`src/dics_defs.svh`:
```
// Constants of the interrupt, context and return-stack unit.
// Definitions only; included by the package and by the unit.
`ifndef DICS_DEFS_SVH
`define DICS_DEFS_SVH
// ******************************
// Sizes
// ******************************
`define DICS_STACK_DEPTH 8
`define DICS_NUM_VEC 32
`define DICS_RSVD_VEC 5'h14
`define DICS_NUM_SRC 7
`define DICS_NUM_USER 4
// ******************************
// Pending flag positions
// ******************************
`define DICS_SRC_USER 0
`define DICS_SRC_TIMER 4
`define DICS_SRC_SERIAL 5
// ******************************
// Vector numbers
// ******************************
`define DICS_VEC_USER 5'h01
`define DICS_VEC_TIMER 5'h05
`define DICS_VEC_SERIAL 5'h06
`define DICS_VEC_TRAP 5'h11
`define DICS_VEC_NMI 5'h12
// ******************************
// Condition select bits
// ******************************
`define DICS_NUM_COND 13
`define DICS_C_EQ 0
`define DICS_C_NEQ 1
`define DICS_C_LT 2
`define DICS_C_LEQ 3
`define DICS_C_GT 4
`define DICS_C_GEQ 5
`define DICS_C_NC 6
`define DICS_C_C 7
`define DICS_C_NOV 8
`define DICS_C_OV 9
`define DICS_C_BIO 10
`define DICS_C_NTC 11
`define DICS_C_TC 12
// ******************************
// Reset values
// ******************************
`define DICS_GID_RST 1'h1
`define DICS_PTR_RST 5'h00
`endif

```
`src/dics_pkg.sv`:
```
// Types shared by the unit and its surroundings.
// Assumes dics_defs.svh is on the include path.
`include "dics_defs.svh"
package dics_pkg;
	// Commands issued by the instruction sequencer
	typedef enum logic [4:0] {
		CMD_NOP, CMD_CALL, CMD_RET, CMD_COND_CALL, CMD_COND_RET,
		CMD_COND_EXEC, CMD_COND_BRANCH, CMD_PUSH_SUM, CMD_POP_SUM,
		CMD_MEM_TO_STACK, CMD_STACK_TO_MEM, CMD_SOFT_VECTOR, CMD_TRAP,
		CMD_NMI_TRIGGER, CMD_IRQ_RET, CMD_IRQ_RET_EN, CMD_KEEP_LARGER,
		CMD_REPEAT_ONE, CMD_REPEAT_BLOCK, CMD_SET_DISABLE,
		CMD_CLR_DISABLE, CMD_LOAD_VEC_PTR
	} dics_cmd_t;
endpackage

```
`src/dics_exception_unit.sv`:
```
// Interrupt, context-save and return-stack unit of the core.
// Assumes one sequencer command per cycle on clk; pins are asynchronous.
`timescale 1ns/10ps
`default_nettype none
`include "dics_defs.svh"
module dics_exception_unit #(
	parameter int StackDepth = `DICS_STACK_DEPTH
) (
	// Clock and reset
	input wire logic clk,
	input wire logic rst_n,
	// External request pins
	input wire logic [`DICS_NUM_USER-1:0] userIrqLines,
	input wire logic nmiReq,
	// Internal sources and masks
	input wire logic [1:0] serialIrq,
	input wire logic timerIrq,
	input wire logic [`DICS_NUM_SRC-1:0] irqMask,
	// Sequencer command
	input wire logic cmdValid,
	input wire dics_pkg::dics_cmd_t cmd,
	input wire logic [15:0] cmdArg,
	input wire logic [`DICS_NUM_COND-1:0] condSel,
	input wire logic [15:0] nextPc,
	input wire logic [15:0] curPc,
	input wire logic execDone,
	input wire logic [15:0] memData,
	input wire logic [15:0] blockRepeatCount,
	// Core flags
	input wire logic carryIn,
	input wire logic overflowIn,
	input wire logic testFlagIn,
	input wire logic bioIn,
	// Live working registers
	input wire logic [31:0] ctxSum,
	input wire logic [31:0] ctxSumBuf,
	input wire logic [31:0] ctxProduct,
	input wire logic [15:0] ctxStatus0,
	input wire logic [15:0] ctxStatus1,
	input wire logic [15:0] ctxMode,
	input wire logic [15:0] ctxMulTemp,
	input wire logic [15:0] ctxShiftTemp,
	input wire logic [15:0] ctxBitTemp,
	input wire logic [15:0] ctxIndex,
	input wire logic [15:0] ctxCompare,
	// Trap entry
	output logic trapTaken,
	output logic [4:0] trapVector,
	output logic [15:0] trapAddr,
	output logic trapUserVector,
	output logic globalIrqDisable,
	output logic [`DICS_NUM_SRC-1:0] pendingFlags,
	// Program flow
	output logic pcLoadValid,
	output logic [15:0] pcLoadAddr,
	output logic condTrue,
	output logic repeatActive,
	output logic blockActive,
	// Stack
	output logic [15:0] stackTop,
	output logic [$clog2(StackDepth+1)-1:0] stackLevel,
	output logic stackOutValid,
	output logic [15:0] stackOutData,
	// Keep-larger result
	output logic largerValid,
	output logic [31:0] largerValue,
	output logic largerCarry,
	// Shadow copies
	output logic restoreValid,
	output logic [31:0] shadowSum,
	output logic [31:0] shadowSumBuf,
	output logic [31:0] shadowProduct,
	output logic [15:0] shadowStatus0,
	output logic [15:0] shadowStatus1,
	output logic [15:0] shadowMode,
	output logic [15:0] shadowMulTemp,
	output logic [15:0] shadowShiftTemp,
	output logic [15:0] shadowBitTemp,
	output logic [15:0] shadowIndex,
	output logic [15:0] shadowCompare
);
	import dics_pkg::*;
	localparam int LvlW = $clog2(StackDepth+1);

	// ******************************
	// State
	// ******************************
	logic [3:0] uS1_reg, uS1_next, uS2_reg, uS2_next, uS3_reg, uS3_next;
	logic nS1_reg, nS1_next, nS2_reg, nS2_next, nS3_reg, nS3_next;
	logic [`DICS_NUM_SRC-1:0] pend_reg, pend_next;
	logic nmiPend_reg, nmiPend_next, gid_reg, gid_next;
	logic [4:0] vecPtr_reg, vecPtr_next;
	logic [15:0] stack_reg [StackDepth], stack_next [StackDepth];
	logic [LvlW-1:0] lvl_reg, lvl_next;
	logic rptActive_reg, rptActive_next, blkActive_reg, blkActive_next;
	logic [15:0] rptCount_reg, rptCount_next, blkCount_reg, blkCount_next;
	logic [15:0] blkStart_reg, blkStart_next, blkEnd_reg, blkEnd_next;
	logic trap_reg, trap_next, tUser_reg, tUser_next;
	logic [4:0] tVec_reg, tVec_next;
	logic [15:0] tAddr_reg, tAddr_next, pcAddr_reg, pcAddr_next;
	logic pcLd_reg, pcLd_next, cond_reg, cond_next;
	logic sOut_reg, sOut_next, lgV_reg, lgV_next, lgC_reg, lgC_next;
	logic [15:0] sData_reg, sData_next;
	logic [31:0] lgVal_reg, lgVal_next;
	logic rest_reg, rest_next;
	logic [31:0] shW_reg [3], shW_next [3];
	logic [15:0] shN_reg [8], shN_next [8];

	// Scratch of the next-state process
	logic [`DICS_NUM_COND-1:0] condVec;
	logic [`DICS_NUM_SRC-1:0] live, masked, hwClr;
	logic condOk, takeAny, doPush, doPop, nmiClr;
	logic [4:0] hwVec, takeVec;
	logic [15:0] pushVal;

	// Vector number of a pending flag position
	function automatic logic [4:0] srcVec(input int s);
		if (s < `DICS_SRC_TIMER) srcVec = `DICS_VEC_USER + 5'(s);
		else if (s == `DICS_SRC_TIMER) srcVec = `DICS_VEC_TIMER;
		else srcVec = `DICS_VEC_SERIAL + 5'(s - `DICS_SRC_SERIAL);
	endfunction

	// ******************************
	// Next-state logic
	// ******************************
	always_comb begin
		condVec = '0;
		live = '0;
		masked = '0;
		hwClr = '0;
		condOk = 1'b0;
		takeAny = 1'b0;
		doPush = 1'b0;
		doPop = 1'b0;
		nmiClr = 1'b0;
		hwVec = `DICS_VEC_USER;
		takeVec = `DICS_VEC_TRAP;
		pushVal = nextPc;
		{uS1_next, uS2_next, uS3_next} = {userIrqLines, uS1_reg, uS2_reg};
		{nS1_next, nS2_next, nS3_next} = {nmiReq, nS1_reg, nS2_reg};
		pend_next = pend_reg;
		nmiPend_next = nmiPend_reg;
		gid_next = gid_reg;
		vecPtr_next = vecPtr_reg;
		stack_next = stack_reg;
		lvl_next = lvl_reg;
		rptActive_next = rptActive_reg;
		rptCount_next = rptCount_reg;
		blkActive_next = blkActive_reg;
		blkCount_next = blkCount_reg;
		blkStart_next = blkStart_reg;
		blkEnd_next = blkEnd_reg;
		trap_next = 1'b0;
		tVec_next = tVec_reg;
		tAddr_next = tAddr_reg;
		tUser_next = tUser_reg;
		pcLd_next = 1'b0;
		pcAddr_next = pcAddr_reg;
		cond_next = cond_reg;
		sOut_next = 1'b0;
		sData_next = sData_reg;
		lgV_next = 1'b0;
		lgVal_next = lgVal_reg;
		lgC_next = lgC_reg;
		rest_next = 1'b0;
		shW_next = shW_reg;
		shN_next = shN_reg;
		// Rising edges on the pins, timer and serial levels raise requests
		live = {serialIrq, timerIrq, uS2_reg & ~uS3_reg};
		masked = pend_reg & irqMask;
		// Lowest flag position has the highest priority
		for (int i = `DICS_NUM_SRC - 1; i >= 0; i--) begin
			if (masked[i]) begin
				hwVec = srcVec(i);
				hwClr = '0;
				hwClr[i] = 1'b1;
			end
		end
		// Thirteen conditions, all selected ones must hold
		condVec[`DICS_C_EQ] = ctxSum == 32'h0;
		condVec[`DICS_C_NEQ] = ctxSum != 32'h0;
		condVec[`DICS_C_LT] = ctxSum[31];
		condVec[`DICS_C_LEQ] = ctxSum[31] || ctxSum == 32'h0;
		condVec[`DICS_C_GT] = !ctxSum[31] && ctxSum != 32'h0;
		condVec[`DICS_C_GEQ] = !ctxSum[31];
		condVec[`DICS_C_NC] = !carryIn;
		condVec[`DICS_C_C] = carryIn;
		condVec[`DICS_C_NOV] = !overflowIn;
		condVec[`DICS_C_OV] = overflowIn;
		condVec[`DICS_C_BIO] = bioIn;
		condVec[`DICS_C_NTC] = !testFlagIn;
		condVec[`DICS_C_TC] = testFlagIn;
		condOk = &(condVec | ~condSel);
		// Hardware requests are taken only between instructions
		if (!cmdValid && !rptActive_reg) begin
			if (nmiPend_reg) begin
				takeAny = 1'b1;
				takeVec = `DICS_VEC_NMI;
				nmiClr = 1'b1;
			end else if (!gid_reg && |masked) begin
				takeAny = 1'b1;
				takeVec = hwVec;
			end
		end
		if (cmdValid) begin
			case (cmd)
				CMD_CALL, CMD_COND_CALL: begin
					if (cmd == CMD_CALL || condOk) begin
						doPush = 1'b1;
						pcLd_next = 1'b1;
						pcAddr_next = cmdArg;
					end
				end
				CMD_RET, CMD_COND_RET: begin
					if (cmd == CMD_RET || condOk) begin
						doPop = 1'b1;
						pcLd_next = 1'b1;
						pcAddr_next = stack_reg[0];
					end
				end
				CMD_COND_EXEC: cond_next = condOk;
				CMD_COND_BRANCH: begin
					cond_next = condOk;
					pcLd_next = condOk;
					pcAddr_next = cmdArg;
				end
				CMD_PUSH_SUM: begin
					doPush = 1'b1;
					pushVal = ctxSum[15:0];
				end
				CMD_MEM_TO_STACK: begin
					doPush = 1'b1;
					pushVal = memData;
				end
				CMD_POP_SUM, CMD_STACK_TO_MEM: begin
					doPop = 1'b1;
					sOut_next = 1'b1;
					sData_next = stack_reg[0];
				end
				CMD_SOFT_VECTOR: begin
					takeAny = 1'b1;
					takeVec = cmdArg[4:0];
				end
				CMD_TRAP: takeAny = 1'b1;
				CMD_NMI_TRIGGER: begin
					takeAny = 1'b1;
					takeVec = `DICS_VEC_NMI;
				end
				CMD_IRQ_RET, CMD_IRQ_RET_EN: begin
					doPop = 1'b1;
					pcLd_next = 1'b1;
					pcAddr_next = stack_reg[0];
					rest_next = 1'b1;
					if (cmd == CMD_IRQ_RET_EN) gid_next = 1'b0;
				end
				CMD_KEEP_LARGER: begin
					lgV_next = 1'b1;
					lgC_next = $signed(ctxSum) > $signed(ctxSumBuf);
					lgVal_next = lgC_next ? ctxSum : ctxSumBuf;
				end
				CMD_REPEAT_ONE: begin
					rptActive_next = 1'b1;
					rptCount_next = cmdArg;
				end
				CMD_REPEAT_BLOCK: begin
					blkActive_next = 1'b1;
					blkCount_next = blockRepeatCount;
					blkStart_next = nextPc;
					blkEnd_next = cmdArg;
				end
				CMD_SET_DISABLE: gid_next = 1'b1;
				CMD_CLR_DISABLE: gid_next = 1'b0;
				CMD_LOAD_VEC_PTR: vecPtr_next = cmdArg[4:0];
				default: ;
			endcase
		end
		// Single repeat: count N gives N plus one runs of the next instruction
		if (execDone && rptActive_reg) begin
			if (rptCount_reg == 16'h0) rptActive_next = 1'b0;
			else rptCount_next = rptCount_reg - 16'h1;
		end
		// Block end reached: loop back while the count is not exhausted
		if (execDone && blkActive_reg && curPc == blkEnd_reg) begin
			if (blkCount_reg == 16'h0) begin
				blkActive_next = 1'b0;
			end else begin
				blkCount_next = blkCount_reg - 16'h1;
				pcLd_next = 1'b1;
				pcAddr_next = blkStart_reg;
			end
		end
		// Trap entry: vector, return address, shadow copy, disable
		if (takeAny) begin
			doPush = 1'b1;
			pushVal = nextPc;
			gid_next = 1'b1;
			trap_next = 1'b1;
			tVec_next = takeVec;
			tAddr_next = {vecPtr_reg, 5'h00, takeVec, 1'b0};
			tUser_next = takeVec >= `DICS_RSVD_VEC;
			shW_next = '{ctxSum, ctxSumBuf, ctxProduct};
			shN_next = '{ctxStatus0, ctxStatus1, ctxMode, ctxMulTemp,
				ctxShiftTemp, ctxBitTemp, ctxIndex, ctxCompare};
		end
		// Stack as a shift register; overflow drops the bottom entry
		if (doPush) begin
			for (int i = StackDepth - 1; i > 0; i--) stack_next[i] = stack_reg[i-1];
			stack_next[0] = pushVal;
			if (lvl_reg != LvlW'(StackDepth)) lvl_next = lvl_reg + 1'b1;
		end else if (doPop) begin
			for (int i = 0; i < StackDepth - 1; i++) stack_next[i] = stack_reg[i+1];
			if (lvl_reg != '0) lvl_next = lvl_reg - 1'b1;
		end
		// A request arriving with its clear is kept
		pend_next = (pend_reg & ~(takeAny && !nmiClr && !cmdValid ? hwClr : '0)) | live;
		nmiPend_next = (nmiPend_reg & ~nmiClr) | (nS2_reg & ~nS3_reg);
	end

	// ******************************
	// Registers
	// ******************************
	always_ff @(posedge clk) begin
		if (!rst_n) begin
			{uS1_reg, uS2_reg, uS3_reg} <= 12'h000;
			{nS1_reg, nS2_reg, nS3_reg} <= 3'h0;
			pend_reg <= '0;
			nmiPend_reg <= 1'b0;
			gid_reg <= `DICS_GID_RST;
			vecPtr_reg <= `DICS_PTR_RST;
			stack_reg <= '{default: 16'h0};
			lvl_reg <= '0;
			{rptActive_reg, blkActive_reg} <= 2'h0;
			{rptCount_reg, blkCount_reg, blkStart_reg, blkEnd_reg} <= 64'h0;
			{trap_reg, tUser_reg, pcLd_reg, cond_reg} <= 4'h0;
			tVec_reg <= 5'h00;
			{tAddr_reg, pcAddr_reg, sData_reg} <= 48'h0;
			{sOut_reg, lgV_reg, lgC_reg, rest_reg} <= 4'h0;
			lgVal_reg <= 32'h0;
			shW_reg <= '{default: 32'h0};
			shN_reg <= '{default: 16'h0};
		end else begin
			{uS1_reg, uS2_reg, uS3_reg} <= {uS1_next, uS2_next, uS3_next};
			{nS1_reg, nS2_reg, nS3_reg} <= {nS1_next, nS2_next, nS3_next};
			pend_reg <= pend_next;
			nmiPend_reg <= nmiPend_next;
			gid_reg <= gid_next;
			vecPtr_reg <= vecPtr_next;
			stack_reg <= stack_next;
			lvl_reg <= lvl_next;
			{rptActive_reg, blkActive_reg} <= {rptActive_next, blkActive_next};
			{rptCount_reg, blkCount_reg} <= {rptCount_next, blkCount_next};
			{blkStart_reg, blkEnd_reg} <= {blkStart_next, blkEnd_next};
			{trap_reg, tUser_reg, pcLd_reg, cond_reg} <= {trap_next, tUser_next, pcLd_next, cond_next};
			tVec_reg <= tVec_next;
			{tAddr_reg, pcAddr_reg, sData_reg} <= {tAddr_next, pcAddr_next, sData_next};
			{sOut_reg, lgV_reg, lgC_reg, rest_reg} <= {sOut_next, lgV_next, lgC_next, rest_next};
			lgVal_reg <= lgVal_next;
			shW_reg <= shW_next;
			shN_reg <= shN_next;
		end
	end

	// ******************************
	// Outputs, all straight from flops
	// ******************************
	assign {trapTaken, trapVector, trapAddr, trapUserVector} = {trap_reg, tVec_reg, tAddr_reg, tUser_reg};
	assign {globalIrqDisable, pendingFlags} = {gid_reg, pend_reg};
	assign {pcLoadValid, pcLoadAddr, condTrue} = {pcLd_reg, pcAddr_reg, cond_reg};
	assign {repeatActive, blockActive} = {rptActive_reg, blkActive_reg};
	assign {stackTop, stackLevel} = {stack_reg[0], lvl_reg};
	assign {stackOutValid, stackOutData} = {sOut_reg, sData_reg};
	// Host core writes largerValue into both sum and buffer
	assign {largerValid, largerValue, largerCarry} = {lgV_reg, lgVal_reg, lgC_reg};
	assign restoreValid = rest_reg;
	assign {shadowSum, shadowSumBuf, shadowProduct} = {shW_reg[0], shW_reg[1], shW_reg[2]};
	assign {shadowStatus0, shadowStatus1, shadowMode} = {shN_reg[0], shN_reg[1], shN_reg[2]};
	assign {shadowMulTemp, shadowShiftTemp, shadowBitTemp} = {shN_reg[3], shN_reg[4], shN_reg[5]};
	assign {shadowIndex, shadowCompare} = {shN_reg[6], shN_reg[7]};
endmodule
`default_nettype wire

```
`config.mk`:
```
export PLATFORM = sky130hd
export DESIGN_NAME = dics_exception_unit
export DESIGN_NICKNAME = d
export VERILOG_FILES = /design/src/dics_pkg.sv /design/src/dics_exception_unit.sv
export VERILOG_INCLUDE_DIRS = /design/src
export SDC_FILE = /design/constraint.sdc
export NUM_CORES = 1
export LEC_CHECK = 0
export BUFFER_PORTS_ARGS = -buffer_cell sky130_fd_sc_hd__buf_2
export CELL_PAD_IN_SITES_DETAIL_PLACEMENT = 2
export CELL_PAD_IN_SITES_GLOBAL_PLACEMENT = 2
export CORE_MARGIN = 8
export CORE_UTILIZATION = 29
export CTS_CLUSTER_SIZE = 30
export DETAILED_ROUTE_END_ITERATION = 12
export PLACE_DENSITY_LB_ADDON = 0.15
export SLEW_MARGIN = 20
export SYNTH_ARGS = -nofsm -noshare
export SYNTH_HDL_FRONTEND = slang
export SYNTH_SLANG_ARGS = --single-unit
```
`constraint.sdc`:
```
create_clock -name clk -period 4.2 [get_ports clk]
set_input_delay 0.42 -clock clk [delete_from_list [all_inputs] [get_ports clk]]
set_output_delay 0.42 -clock clk [all_outputs]
set_load 0.03 [all_outputs]
```
==> results.cfg <==
[finish]
drive_above_1_share_pct = 25.1
fillCellCount = 9056
largest_reg_flops = 112
design_area_um2 = 29300
area_growth_syn_to_layout_pct = 28.1
num-nets-final = 3745

[synthesis]
synth.most_common_cell = nand2_1
postSynthAreaPerCell_um2 = 8.23
synth_top_area_share_pct = 46.6
ys_ff_latch = 533
synth.distinct_cells = 72
ys_async_sr_fraction_pct = 0
syn_area_um2 = 22900
yosys_warnings = 0
synth_ff_type = dfxtp_1
synth-seq-area-share_pct = 46.6
synth_edf_count = 0
yosys-top-cells-area = dfxtp_1 47%, nand2_1 11%, a21oi_1 10%
synth_largest_area_cell = dfxtp_1
syn_inst = 2784
synthTopCellsByCount = 668 x nand2_1, 533 x dfxtp_1, 477 x a21oi_1, 161 x o21ai_0, 158 x mux2i_1

[setup_path]
cp_slowest_stage_delay_ns = 0.51
crit_path_start_kind = primary input
crit_fanout = 59
crit_arrival_ns = 3.60
cp_cell_sequence = buf_2, nor4_1, nand4_1, o21bai_1, mux2_2, o21ai_1, a21oi_4, buf_12, a221oi_1, a211oi_1
cp_slowest_cell = nor4_1
crit_path_start = ctxSum[16]
end_kind = flop
r2r_cells = 7
crit-reg2reg-launch = pendingFlags[0]
cpLargestDelayFamily = compound AO/OA/AOI/OAI gates
crit_path_end = stackTop[5]
required_ns = 4.63
cp_num_cells = 10
crit_type = in -> reg
critPathBufInv = 2
reg2reg_to = shadowMode[10]
reg2reg_slack_ns = 1.05

[sta]
hold_viol = 0
timing.final.crit_share_pct = 75.5
slew_headroom_pct = 32.1
setup_viol = 0
clock_skew_ns = 0.0227
worst_pin_slew_ns = 1.02
finalSetupTns_ns = 0
slew_violations = 0
min_period_ns = 3.17
rsz0062_at_grt = false
timing.fmax_mhz = 315

[grt]
grt_max_degree = 193
antenna_found_initial = 55
grt_pass1_vias = 25400
grtUsageTotal_pct = 24.8
grt-ovfl-total = 0
grt_pass1_wl_um = 169000

[route]
wl_per_cell_um = 25.8
first_pass_iters = 5
antenna_left = 0
num_vias = 23500
wl_um = 116000
drc = 0
drt-initial-drc-count = 1069
vias_per_cell = 5.24

[clocking]
clkSinkCount = 533
cts_tree = built
cts_resized = 0
path_clk_slew_ns = 0.06
clk_latency_ns = 0.60
clk_path_buf_depth = 3
cts-root-buf = clkbuf_16
numCtsBuffers = 66
ctsHtreeMaxLevel = 3

[floorplanning]
dieArea_um2 = 88300
die_h_um = 297
die_w_um = 297
core_area_um2 = 78600
row_count = 103
start_util_pct = 29.2
num_io_pins = 692

[place]
portBuffers = 685
gp_congestion = 0.874
dpl_cell_area_um2 = 27200
dp_hpwl_um = 87500

[flow_run]
max-cap-violations = 0

[run_status]
status = finished, final reports clean

[pwr]
vdd_ir_drop_max_mv = 0.224
p_int_w = 0.00907
power_density_nw_per_um2 = 432
comb_power_share_pct = 12.7
pwr-share-clk_pct = 44.3
swShare_pct = 28.4
leakagePower_nw = 13.1
p_sw_w = 0.00359
p_seq_share_pct = 43.0

[worst_hold_path]
hold_path.class = in -> reg
min_from = timerIrq
kinds of logic (layout without fill, tap and decap cells):
kind of cell	after synthesis	in the layout	synth area share (%)
xor gates and xnor gates	19	19	0.726
buffers and inverters	279	898	5.69
muxes	161	161	7.06
and+or+nand+nor	929	929	17.4
other	1	36	0.0164
AOI/OAI and AO/OA	825	825	20.6
adders and majority gates	37	37	2.02
DFF	533	533	46.6
placed cells by master (no fill, tap or decap), types with 32 or more instances in the layout:
cell	instances
buf_2	684
nand2_1	668
dfxtp_1	533
a21oi_1	477
o21ai_0	161
mux2i_1	158
nor2_1	67
clkbuf_16	67
inv_1	47
buf_4	39
ha_1	37
a211oi_1	32
worst reg2reg max path, cell delays in order (launching register included):
cell and delay (ns):
dfxtp_1 0.36, a222oi_1 0.42, nand4_1 0.28, a32oi_4 0.37
buf_12 0.62, buf_4 0.72, nand2_1 0.16, a21oi_1 0.16
layer usage:
metal  track usage, %  share of wire (%)  up-vias
met2             44.7                 50      663
met5                0               0.18        -
met1             27.6                 40    11800
li1                 -                  -    10800
met4             8.54                3.6       34
met3             7.30                6.4      217
through the flow:
stage | power, W | util [%] | setup WS [ns] | cells | hold WS [ns]
CTS | 0.0129 | 37.2 | 1.01 | 4458 | 0.00823
global placement | 0.00710 | 34.6 | 0.498 | 4344 | 0.413
floorplan | 0.00645 | - | 1.31 | 2789 | 0.412
finish | 0.0127 | 37.3 | 1.03 | 4488 | 0.0433
detailed placement | 0.00716 | 34.6 | 0.402 | 4344 | 0.425
global route | 0.0132 | 37.3 | 0.813 | 4471 | 0.0305
power groups by stage:
stage	Clock (W)	Sequential [W]	Combinational (W)
after detailed placement	0	0.00555	0.00161
after global routing	0.00598	0.00546	0.00174
after floorplan	0	0.00567	0.000777
after CTS	0.00579	0.00544	0.00163
after global placement	0	0.00554	0.00156
final	0.00561	0.00544	0.00161
layout make-up:
type,instances,area (um2),area share [%]
multi-input combinational,1977,11000,37.6
sequential,533,10700,36.4
timing repair buffer,736,3970,13.5
clock buffer,100,1950,6.65
tap,1050,1310,4.48
inverter,49,191,0.652
clock inverter,13,135,0.460
antenna,30,75.1,0.256
repair_timing:
item / in CTS / in global routing
endpoints found under the setup margin: 0 / 0
setup buffers: 0 / 0
hold buffers: 1 / 0
endpoints found under the hold margin: 1 / 0
how the worst min path moves through the flow:
stage | endpoint | slack [ns] | cells after the start
global route | pendingFlags[4] | 0.03 | 2
global placement | uS2_reg[3] | 0.41 | 1
CTS | pendingFlags[4] | 0.008 | 2
detailed placement | uS2_reg[1] | 0.43 | 1
floorplan | nS2_reg | 0.41 | 1
finish | pendingFlags[4] | 0.04 | 2
No activity file was read; power rests on OpenSTA's default activity.
